**src/srtc_pkg.sv**
```systemverilog
// Shared constants and types for the serial clock-chip register link
package srtc_pkg;
	// Bits in one serial group
	localparam int unsigned BYTE_BITS = 8;
	// Address pointer width and wrap point
	localparam int unsigned ADDR_W = 6;
	localparam logic [5:0] ADDR_TOP = 6'h3F;
	localparam logic [5:0] ADDR_RST = 6'h00;
	// Last clock location; clock locations are 00h..07h
	localparam logic [5:0] CLOCK_LAST = 6'h07;
	// Direction bit values
	localparam logic DIR_WRITE = 1'b1;
	localparam logic DIR_READ = 1'b0;
	// Reset output recovery time and cycles at 10 MHz
	localparam int unsigned RECOVER_MS = 210;
	localparam int unsigned CLK_HZ = 10000000;
	localparam int unsigned RECOVER_CYC = RECOVER_MS * (CLK_HZ / 1000);
	// Host serial clock divider: half period in core cycles
	localparam int unsigned HALF_CYC = 4;
	// Bit counter reset value
	localparam logic [3:0] BITS_RST = 4'h0;
	// Device serial phase
	typedef enum logic [1:0] {SRTC_CMD, SRTC_WR, SRTC_RD} srtc_phase_e;
	// Host sequencer state
	typedef enum logic [1:0] {SRTC_IDLE, SRTC_LOW, SRTC_HIGH, SRTC_END}
		srtc_host_e;
endpackage : srtc_pkg

```
**src/srtc_if.sv**
```systemverilog
// Serial link between the clock chip and its host master
`timescale 1ns/1ps
interface srtc_if;
	// Serial clock from the master
	logic sclk;
	// Active-low select from the master
	logic selN;
	// Serial data toward the device
	logic serial_in_line;
	// Serial data from the device, with its enable
	logic serial_out_line;
	logic serialOutEn;
	// Open-drain reset output: low while enable is high
	logic rstOutEn;
	modport device (input sclk, input selN, input serial_in_line,
		output serial_out_line, output serialOutEn, output rstOutEn);
	modport host (output sclk, output selN, output serial_in_line,
		input serial_out_line, input serialOutEn, input rstOutEn);
endinterface : srtc_if

```
**src/srtc_device.sv**
```systemverilog
// Device end: serial slave of the clock chip register file
`timescale 1ns/1ps
// How it works
// Input bit taken on serial clock rise
// Output bit moves after serial clock fall
// Master uses mode 0,0 or 1,1 only
// Select high: ignore inputs, output released
// Master lowers select before first transfer
// First rise after select samples, MSB first
// First bit one writes, zero reads
// Bits two to eight form address
// Address bit six is ignored
// One clock per bit, eight-bit groups
// Pointer advances after each data byte
// Pointer wraps from top to zero
// Output released until full byte ready
// Clock address access freezes user copy
// Deselect or non-clock address resumes copy
// Supply fail aborts access, clears pointer
// Reset output low through recovery time
// Selection accepted once supply is good
// Clock write resets divider, loads time
// Each select restarts bit counting
module srtc_device #(
	parameter int unsigned RECOVER = srtc_pkg::RECOVER_CYC
) (
	// Clock and reset
	input wire logic core_clk,
	input wire logic rst,
	// Serial link
	srtc_if.device link,
	// Supply monitor: high while supply is above threshold
	input wire logic supplyOk,
	// Register file port
	output logic [srtc_pkg::ADDR_W-1:0] regAddr,
	output logic [7:0] regWrData,
	output logic regWrStb,
	output logic regRdStb,
	input wire logic [7:0] regRdData,
	// Timekeeping control
	output logic freezeCopy,
	output logic clockLoad
);
	import srtc_pkg::*;

	// Synchroniser stages for pins
	logic [1:0] sclkS_r, selS_r, sinS_r, supS_r;
	logic sclkD_r;
	// Serial state
	srtc_phase_e phase_r, phase_nxt;
	logic [3:0] bits_r, bits_nxt;
	logic [7:0] shift_r, shift_nxt;
	logic [7:0] outSh_r, outSh_nxt;
	logic [ADDR_W-1:0] addr_r, addr_nxt;
	logic outEn_r, outEn_nxt, sout_r, sout_nxt;
	logic wrStb_r, wrStb_nxt, rdStb_r, rdStb_nxt;
	logic [7:0] wrData_r, wrData_nxt;
	logic load_r, load_nxt, freeze_r, freeze_nxt;
	logic active_r, active_nxt;
	// Recovery counter and reset output
	logic [31:0] rec_r, rec_nxt;
	logic rstEn_r, rstEn_nxt;
	// Edge terms from synchronised pins
	logic rise, fall, sel, sin, sup;

	assign sel = ~selS_r[1] & sup;
	assign sin = sinS_r[1];
	assign sup = supS_r[1];
	assign rise = sclkS_r[1] & ~sclkD_r;
	assign fall = ~sclkS_r[1] & sclkD_r;

	// Serial next-state logic
	always_comb begin
		phase_nxt = phase_r;
		bits_nxt = bits_r;
		shift_nxt = shift_r;
		outSh_nxt = outSh_r;
		addr_nxt = addr_r;
		outEn_nxt = outEn_r;
		sout_nxt = sout_r;
		wrStb_nxt = 1'b0;
		rdStb_nxt = 1'b0;
		wrData_nxt = wrData_r;
		load_nxt = 1'b0;
		active_nxt = active_r;
		freeze_nxt = freeze_r;
		if (!sup) begin
			// Abort and clear pointer on supply loss
			phase_nxt = SRTC_CMD;
			bits_nxt = BITS_RST;
			addr_nxt = ADDR_RST;
			outEn_nxt = 1'b0;
			active_nxt = 1'b0;
			freeze_nxt = 1'b0;
		end else if (!sel) begin
			// Deselected: restart, release output, resume copy
			phase_nxt = SRTC_CMD;
			bits_nxt = BITS_RST;
			outEn_nxt = 1'b0;
			active_nxt = 1'b0;
			freeze_nxt = 1'b0;
		end else begin
			active_nxt = 1'b1;
			if (rise && active_r) begin
				// Sample input MSB first on rising edge
				shift_nxt = {shift_r[6:0], sin}; // see
				bits_nxt = bits_r + 4'h1;
				if (bits_r == 4'(BYTE_BITS - 1)) begin
					bits_nxt = BITS_RST;
					if (phase_r == SRTC_CMD) begin
						// Direction, then 7-bit address with bit 6 dropped
						addr_nxt = {shift_r[4:0], sin}; // see
						if (shift_r[6] == DIR_WRITE) begin
							phase_nxt = SRTC_WR;
						end else begin
							phase_nxt = SRTC_RD;
							rdStb_nxt = 1'b1;
						end
					end else if (phase_r == SRTC_WR) begin
						// Complete written byte; pointer moves after strobe
						wrData_nxt = {shift_r[6:0], sin};
						wrStb_nxt = 1'b1;
						load_nxt = (addr_r <= CLOCK_LAST);
					end else begin
						// Read byte finished, advance and fetch next
						addr_nxt = (addr_r == ADDR_TOP) ? ADDR_RST
							: addr_r + 6'h01; // see
						rdStb_nxt = 1'b1;
					end
				end
			end
			// Advance only after the strobe, so the write lands where aimed
			if (wrStb_r) begin
				addr_nxt = (addr_r == ADDR_TOP) ? ADDR_RST
					: addr_r + 6'h01; // see
			end
			if (fall && phase_r == SRTC_RD) begin
				// Shift next bit out after falling edge
				outEn_nxt = 1'b1;
				sout_nxt = outSh_r[7];
				outSh_nxt = {outSh_r[6:0], 1'b0};
			end
			// Freeze while pointer sits on a clock location
			freeze_nxt = (phase_r != SRTC_CMD)
				&& (addr_r <= CLOCK_LAST); // see
		end
		// Load full byte one cycle after fetch strobe
		if (rdStb_r) begin
			outSh_nxt = regRdData;
		end
	end

	// Recovery timing for the reset output
	always_comb begin
		rec_nxt = rec_r;
		rstEn_nxt = rstEn_r;
		if (!sup) begin
			rec_nxt = 32'(RECOVER);
			rstEn_nxt = 1'b1;
		end else if (rec_r != 32'h0000_0000) begin
			rec_nxt = rec_r - 32'h0000_0001;
			rstEn_nxt = 1'b1;
		end else begin
			rstEn_nxt = 1'b0;
		end
	end

	// Registers
	always_ff @(posedge core_clk or posedge rst) begin
		if (rst) begin
			sclkS_r <= 2'b00;
			selS_r <= 2'b11;
			sinS_r <= 2'b00;
			supS_r <= 2'b00;
			sclkD_r <= 1'b0;
			phase_r <= SRTC_CMD;
			bits_r <= BITS_RST;
			shift_r <= 8'h00;
			outSh_r <= 8'h00;
			addr_r <= ADDR_RST;
			outEn_r <= 1'b0;
			sout_r <= 1'b0;
			wrStb_r <= 1'b0;
			rdStb_r <= 1'b0;
			wrData_r <= 8'h00;
			load_r <= 1'b0;
			freeze_r <= 1'b0;
			active_r <= 1'b0;
			rec_r <= 32'(RECOVER);
			rstEn_r <= 1'b1;
		end else begin
			sclkS_r <= {sclkS_r[0], link.sclk};
			selS_r <= {selS_r[0], link.selN};
			sinS_r <= {sinS_r[0], link.serial_in_line};
			supS_r <= {supS_r[0], supplyOk};
			sclkD_r <= sclkS_r[1];
			phase_r <= phase_nxt;
			bits_r <= bits_nxt;
			shift_r <= shift_nxt;
			outSh_r <= outSh_nxt;
			addr_r <= addr_nxt;
			outEn_r <= outEn_nxt;
			sout_r <= sout_nxt;
			wrStb_r <= wrStb_nxt;
			rdStb_r <= rdStb_nxt;
			wrData_r <= wrData_nxt;
			load_r <= load_nxt;
			freeze_r <= freeze_nxt;
			active_r <= active_nxt;
			rec_r <= rec_nxt;
			rstEn_r <= rstEn_nxt;
		end
	end

	// Outputs straight from flip-flops
	assign link.serial_out_line = sout_r;
	assign link.serialOutEn = outEn_r;
	assign link.rstOutEn = rstEn_r;
	assign regAddr = addr_r;
	assign regWrData = wrData_r;
	assign regWrStb = wrStb_r;
	assign regRdStb = rdStb_r;
	assign freezeCopy = freeze_r;
	assign clockLoad = load_r;
endmodule : srtc_device

```
**src/flat_wrapper.sv**
```systemverilog
// flat-port wrapper written by rule: the top's interface ports become plain ports
module srtc_device_flat import srtc_pkg::*;
#(
	parameter int unsigned RECOVER = srtc_pkg::RECOVER_CYC
)
  (core_clk, rst, supplyOk, regAddr, regWrData, regWrStb, regRdStb, regRdData, freezeCopy, clockLoad, link_sclk, link_selN, link_serial_in_line, link_serial_out_line, link_serialOutEn, link_rstOutEn);
  srtc_if link_i ();
  input wire logic core_clk;
  input wire logic rst;
  input wire logic supplyOk;
  output logic [srtc_pkg::ADDR_W-1:0] regAddr;
  output logic [7:0] regWrData;
  output logic regWrStb;
  output logic regRdStb;
  input wire logic [7:0] regRdData;
  output logic freezeCopy;
  output logic clockLoad;
  input wire logic [$bits(link_i.sclk)-1:0] link_sclk;
  input wire logic [$bits(link_i.selN)-1:0] link_selN;
  input wire logic [$bits(link_i.serial_in_line)-1:0] link_serial_in_line;
  output wire logic [$bits(link_i.serial_out_line)-1:0] link_serial_out_line;
  output wire logic [$bits(link_i.serialOutEn)-1:0] link_serialOutEn;
  output wire logic [$bits(link_i.rstOutEn)-1:0] link_rstOutEn;
  assign link_i.sclk = link_sclk;
  assign link_i.selN = link_selN;
  assign link_i.serial_in_line = link_serial_in_line;
  assign link_serial_out_line = link_i.serial_out_line;
  assign link_serialOutEn = link_i.serialOutEn;
  assign link_rstOutEn = link_i.rstOutEn;
  srtc_device #(.RECOVER(RECOVER)) u_core (.core_clk(core_clk), .rst(rst), .link(link_i), .supplyOk(supplyOk), .regAddr(regAddr), .regWrData(regWrData), .regWrStb(regWrStb), .regRdStb(regRdStb), .regRdData(regRdData), .freezeCopy(freezeCopy), .clockLoad(clockLoad));
endmodule
```
**config.mk**
```make
export PLATFORM = sky130hd
export DESIGN_NAME = srtc_device_flat
export DESIGN_NICKNAME = d
export VERILOG_FILES = /design/src/srtc_pkg.sv /design/src/srtc_if.sv /design/src/srtc_device.sv /design/src/flat_wrapper.sv
export SDC_FILE = /design/constraint.sdc
export NUM_CORES = 1
export LEC_CHECK = 0
export ABC_AREA = 1
export BUFFER_PORTS_ARGS = -buffer_cell sky130_fd_sc_hd__buf_2
export CORE_ASPECT_RATIO = 1.4
export CORE_MARGIN = 1
export CORE_UTILIZATION = 40
export DETAILED_ROUTE_END_ITERATION = 8
export PLACE_DENSITY = 0.59
export SLEW_MARGIN = 20
export SYNTH_ARGS = -nofsm -noshare
export SYNTH_HDL_FRONTEND = slang
export SYNTH_SLANG_ARGS = --single-unit
```
**constraint.sdc**
```tcl
create_clock -name core_clk -period 6.34 [get_ports core_clk]
set_clock_uncertainty 0.15 [all_clocks]
set_input_delay 0.634 -clock core_clk [delete_from_list [all_inputs] [get_ports core_clk]]
set_output_delay 0.634 -clock core_clk [all_outputs]
set_load 0.005 [all_outputs]
```
==> reports/results.ini <==
[outcome]
status = finished clean

[worst_hold_path]
min-delay-start = u_core.sinS_r[0]
hold_class = flip-flop to flip-flop

[sta]
period_minus_slack_ns = 2.01
finalMaxSlewViolations = 0
tightest_slew_ns = 0.760
fin_crit_sh = 0.316
timing.final.ws_setup_ns = 4.33
hold_viol_final = 0
setup_viol = 0
slew_headroom = 0.493
rsz0062_at_grt = false
setup_tns_ns = 0
max_freq_mhz = 499

[critical_path]
cp_max_fo = 17
critical_path_class = flip-flop to flip-flop
r2r_end = u_core.rec_r[31]
rr_startpoint = u_core.rec_r[0]
cp.arrival_ns = 2.08
crit_path_end_kind = flip-flop
crit_path_top_delay_cell = dfrtp_1
worstPathCellList = inv_1 > ha_1 > nand2_2 > nor2_4 > nand2_4 > nor2_8 > nand2_4 > clkinv_4 > nor2_1
worst_r2r_path_depth = 9
required_ns = 6.41
setup.worst_path.start_class = flip-flop
crit_top_cell = nand2_4
startpoint = u_core.rec_r[0]
rrSetupSlack_ns = 4.33
cp-endpoint = u_core.rec_r[31]
slowest_delay_ns = 0.36

[placement]
pre_cts_ws_ns = 4.33
place_congestion = 0.859
hpwl_um = 7240
io_buffers = 34

[yosys]
async_flop_share = 1.00
ys_types = 39
synth-seq-area-share = 0.487
synth_largest_area_cell = dfrtp_1
syn_inst = 555
yosysWarnings = 0
mappedNetlistArea_um2 = 4330
synth_edf_count = 0
synthFlopType = dfrtp_1
synth_seq_cells = 84
syn_area_per_cell_um2 = 7.81
synth_nets = 572
synth_area_leaders = dfrtp_1, nand2_1, nor2_1, nand3_1, inv_1
synth.top_cell.area_share = 0.439

[global_routing]
grt_overflow = 0
grt_pass1_wl_um = 17400
first_global_vias = 3736
grt_start_max_net_pins = 85
grtUsageTotal = 0.194
antenna_found_initial = 0

[floorplanning]
die_w_um = 90.0
core_um2 = 10500
initial_core_util = 0.414
die_h_um = 125
ios = 35
die-area_um2 = 11300
num_rows = 44

[final_layout]
fill_cells = 1033
register_area_um2 = 2110
fin_nets = 611
synthToLayoutAreaGrowth_pct = 14.7
n_antenna_cell = 0
final_common_cell = nand2_1
drive_gt1_frac = 0.169
multi_input_comb_area_um2 = 1930
layout_common_cells = nand2_1, nor2_1, dfrtp_1

[route]
wirelength_um = 10100
initialDrtViolationCount = 167
vias_per_cell = 5.05
drtAntennaViolNets = 0
drcViolationCount = 0
drt_pre_antenna_iters = 4
wire_per_inst_um = 13.7
vias = 3719

[pwr]
power_frac_clock = 0.475
p_seq_frac = 0.464
combPwrFrac = 0.061
p_int_uw = 920
netSwitchingPower_uw = 286
swShare = 0.237
powerDensity_nw_per_um2 = 243
totalPowerFinal_mw = 1.21
ir_worst_vdd_mv = 0.195
cellLeakagePower_nw = 2.46

[clock_tree]
cts_resized = 0
cts_made_buffers = 9
post_cts_buffers = 0
clock_latency_ns = 0.34
clk_pin_slew_ns = 0.07
clk_path_buf_depth = 2
clock_sinks = 84
htree_levels = 3
cts-root-buf = clkbuf_16
cts_tree = done
hold_buffers = 0

[run]
maxCapViolCount = 0

## through the flow
stage	instance area, um^2	instances	hold slack (ns)	util
after floorplan	4330	555	0.181	-
after global placement	4640	721	0.182	0.444
after detailed placement	4640	721	0.188	0.444
after CTS	4970	737	0.203	0.475
after global routing	4970	737	0.205	0.475
final	4970	737	0.201	0.475
## cell usage after synthesis, types with 4 or more instances
master    instances
nand2_1         147
nor2_1           78
dfrtp_1          76
inv_1            60
nand3_1          52
o21ai_0          28
nor2_2           15
nor3_1           14
nand4_1          11
dfstp_2           8
or2_2             8
a21oi_1           7
nor2_4            6
clkbuf_1          4
o21bai_1          4
## critical path, delay by kind of cell (launching register included)
kind / cells / cell delay (ns)
fa+ha+maj: 1 / 0.28
simple gates: 6 / 0.80
flops: 1 / 0.36
buf+inv: 2 / 0.29
## area by class of cell
| cell class | instances | share of cell area |
|---|---|---|
| Clock buffer | 9 | 0.0453 |
| Inverter | 63 | 0.0488 |
| Sequential cell | 84 | 0.425 |
| Multi-Input combinational cell | 400 | 0.388 |
| Timing Repair Buffer | 36 | 0.0380 |
| Clock inverter | 7 | 0.0201 |
| Tap cell | 138 | 0.0347 |
## sequential cells by signal (all words and copies together) (netlist names), 2 cells and up
signal and cells:
u_core.rec_r 32, u_core.outSh_r 8, u_core.regWrData 8, u_core.shift_r 7, u_core.regAddr 6, u_core.bits_r 4
u_core.phase_r 2, u_core.sclkS_r 2, u_core.selS_r 2, u_core.sinS_r 2, u_core.supS_r 2
## power groups by stage
| stage | logic (mW) | clock network, mW | registers [mW] |
|---|---|---|---|
| final | 0.0737 | 0.572 | 0.559 |
| after global routing | 0.0858 | 0.606 | 0.560 |
| after CTS | 0.0753 | 0.586 | 0.559 |
| after detailed placement | 0.0749 | 0 | 0.569 |
| after global placement | 0.0734 | 0 | 0.569 |
| after floorplan | 0.0552 | 0 | 0.566 |
## worst min-delay path by stage
stage | cells past startpoint | endpoint | slack, ns
final | 0 | u_core.sinS_r[1] | 0.20
after global routing | 0 | u_core.sinS_r[1] | 0.20
after CTS | 0 | u_core.sinS_r[1] | 0.20
after detailed placement | 0 | u_core.sinS_r[1] | 0.19
after global placement | 0 | u_core.supS_r[1] | 0.18
after floorplan | 0 | u_core.sclkS_r[1] | 0.18
## cells by family (layout without fill, tap and decap cells)
kind of cell | count (synthesis) | count (layout) | synth area share
adder cells (fa/ha/maj) | 3 | 3 | 0.00866
AND/OR/NAND/NOR | 343 | 343 | 0.364
XOR/XNOR | 2 | 2 | 0.00404
AO/OA/AOI/OAI | 52 | 52 | 0.0679
flip-flops | 84 | 84 | 0.487
buffers and inverters | 71 | 115 | 0.0676
## metal layers
metal | up-vias | part of all wire | track usage
li1 | 1859 | - | -
met1 | 1745 | 0.41 | 0.218
met2 | 88 | 0.52 | 0.342
met3 | 27 | 0.040 | 0.0401
met4 | 0 | 0.033 | 0.109
met5 | - | 0 | 0
Note: power is estimated with default switching activity, not from simulation.
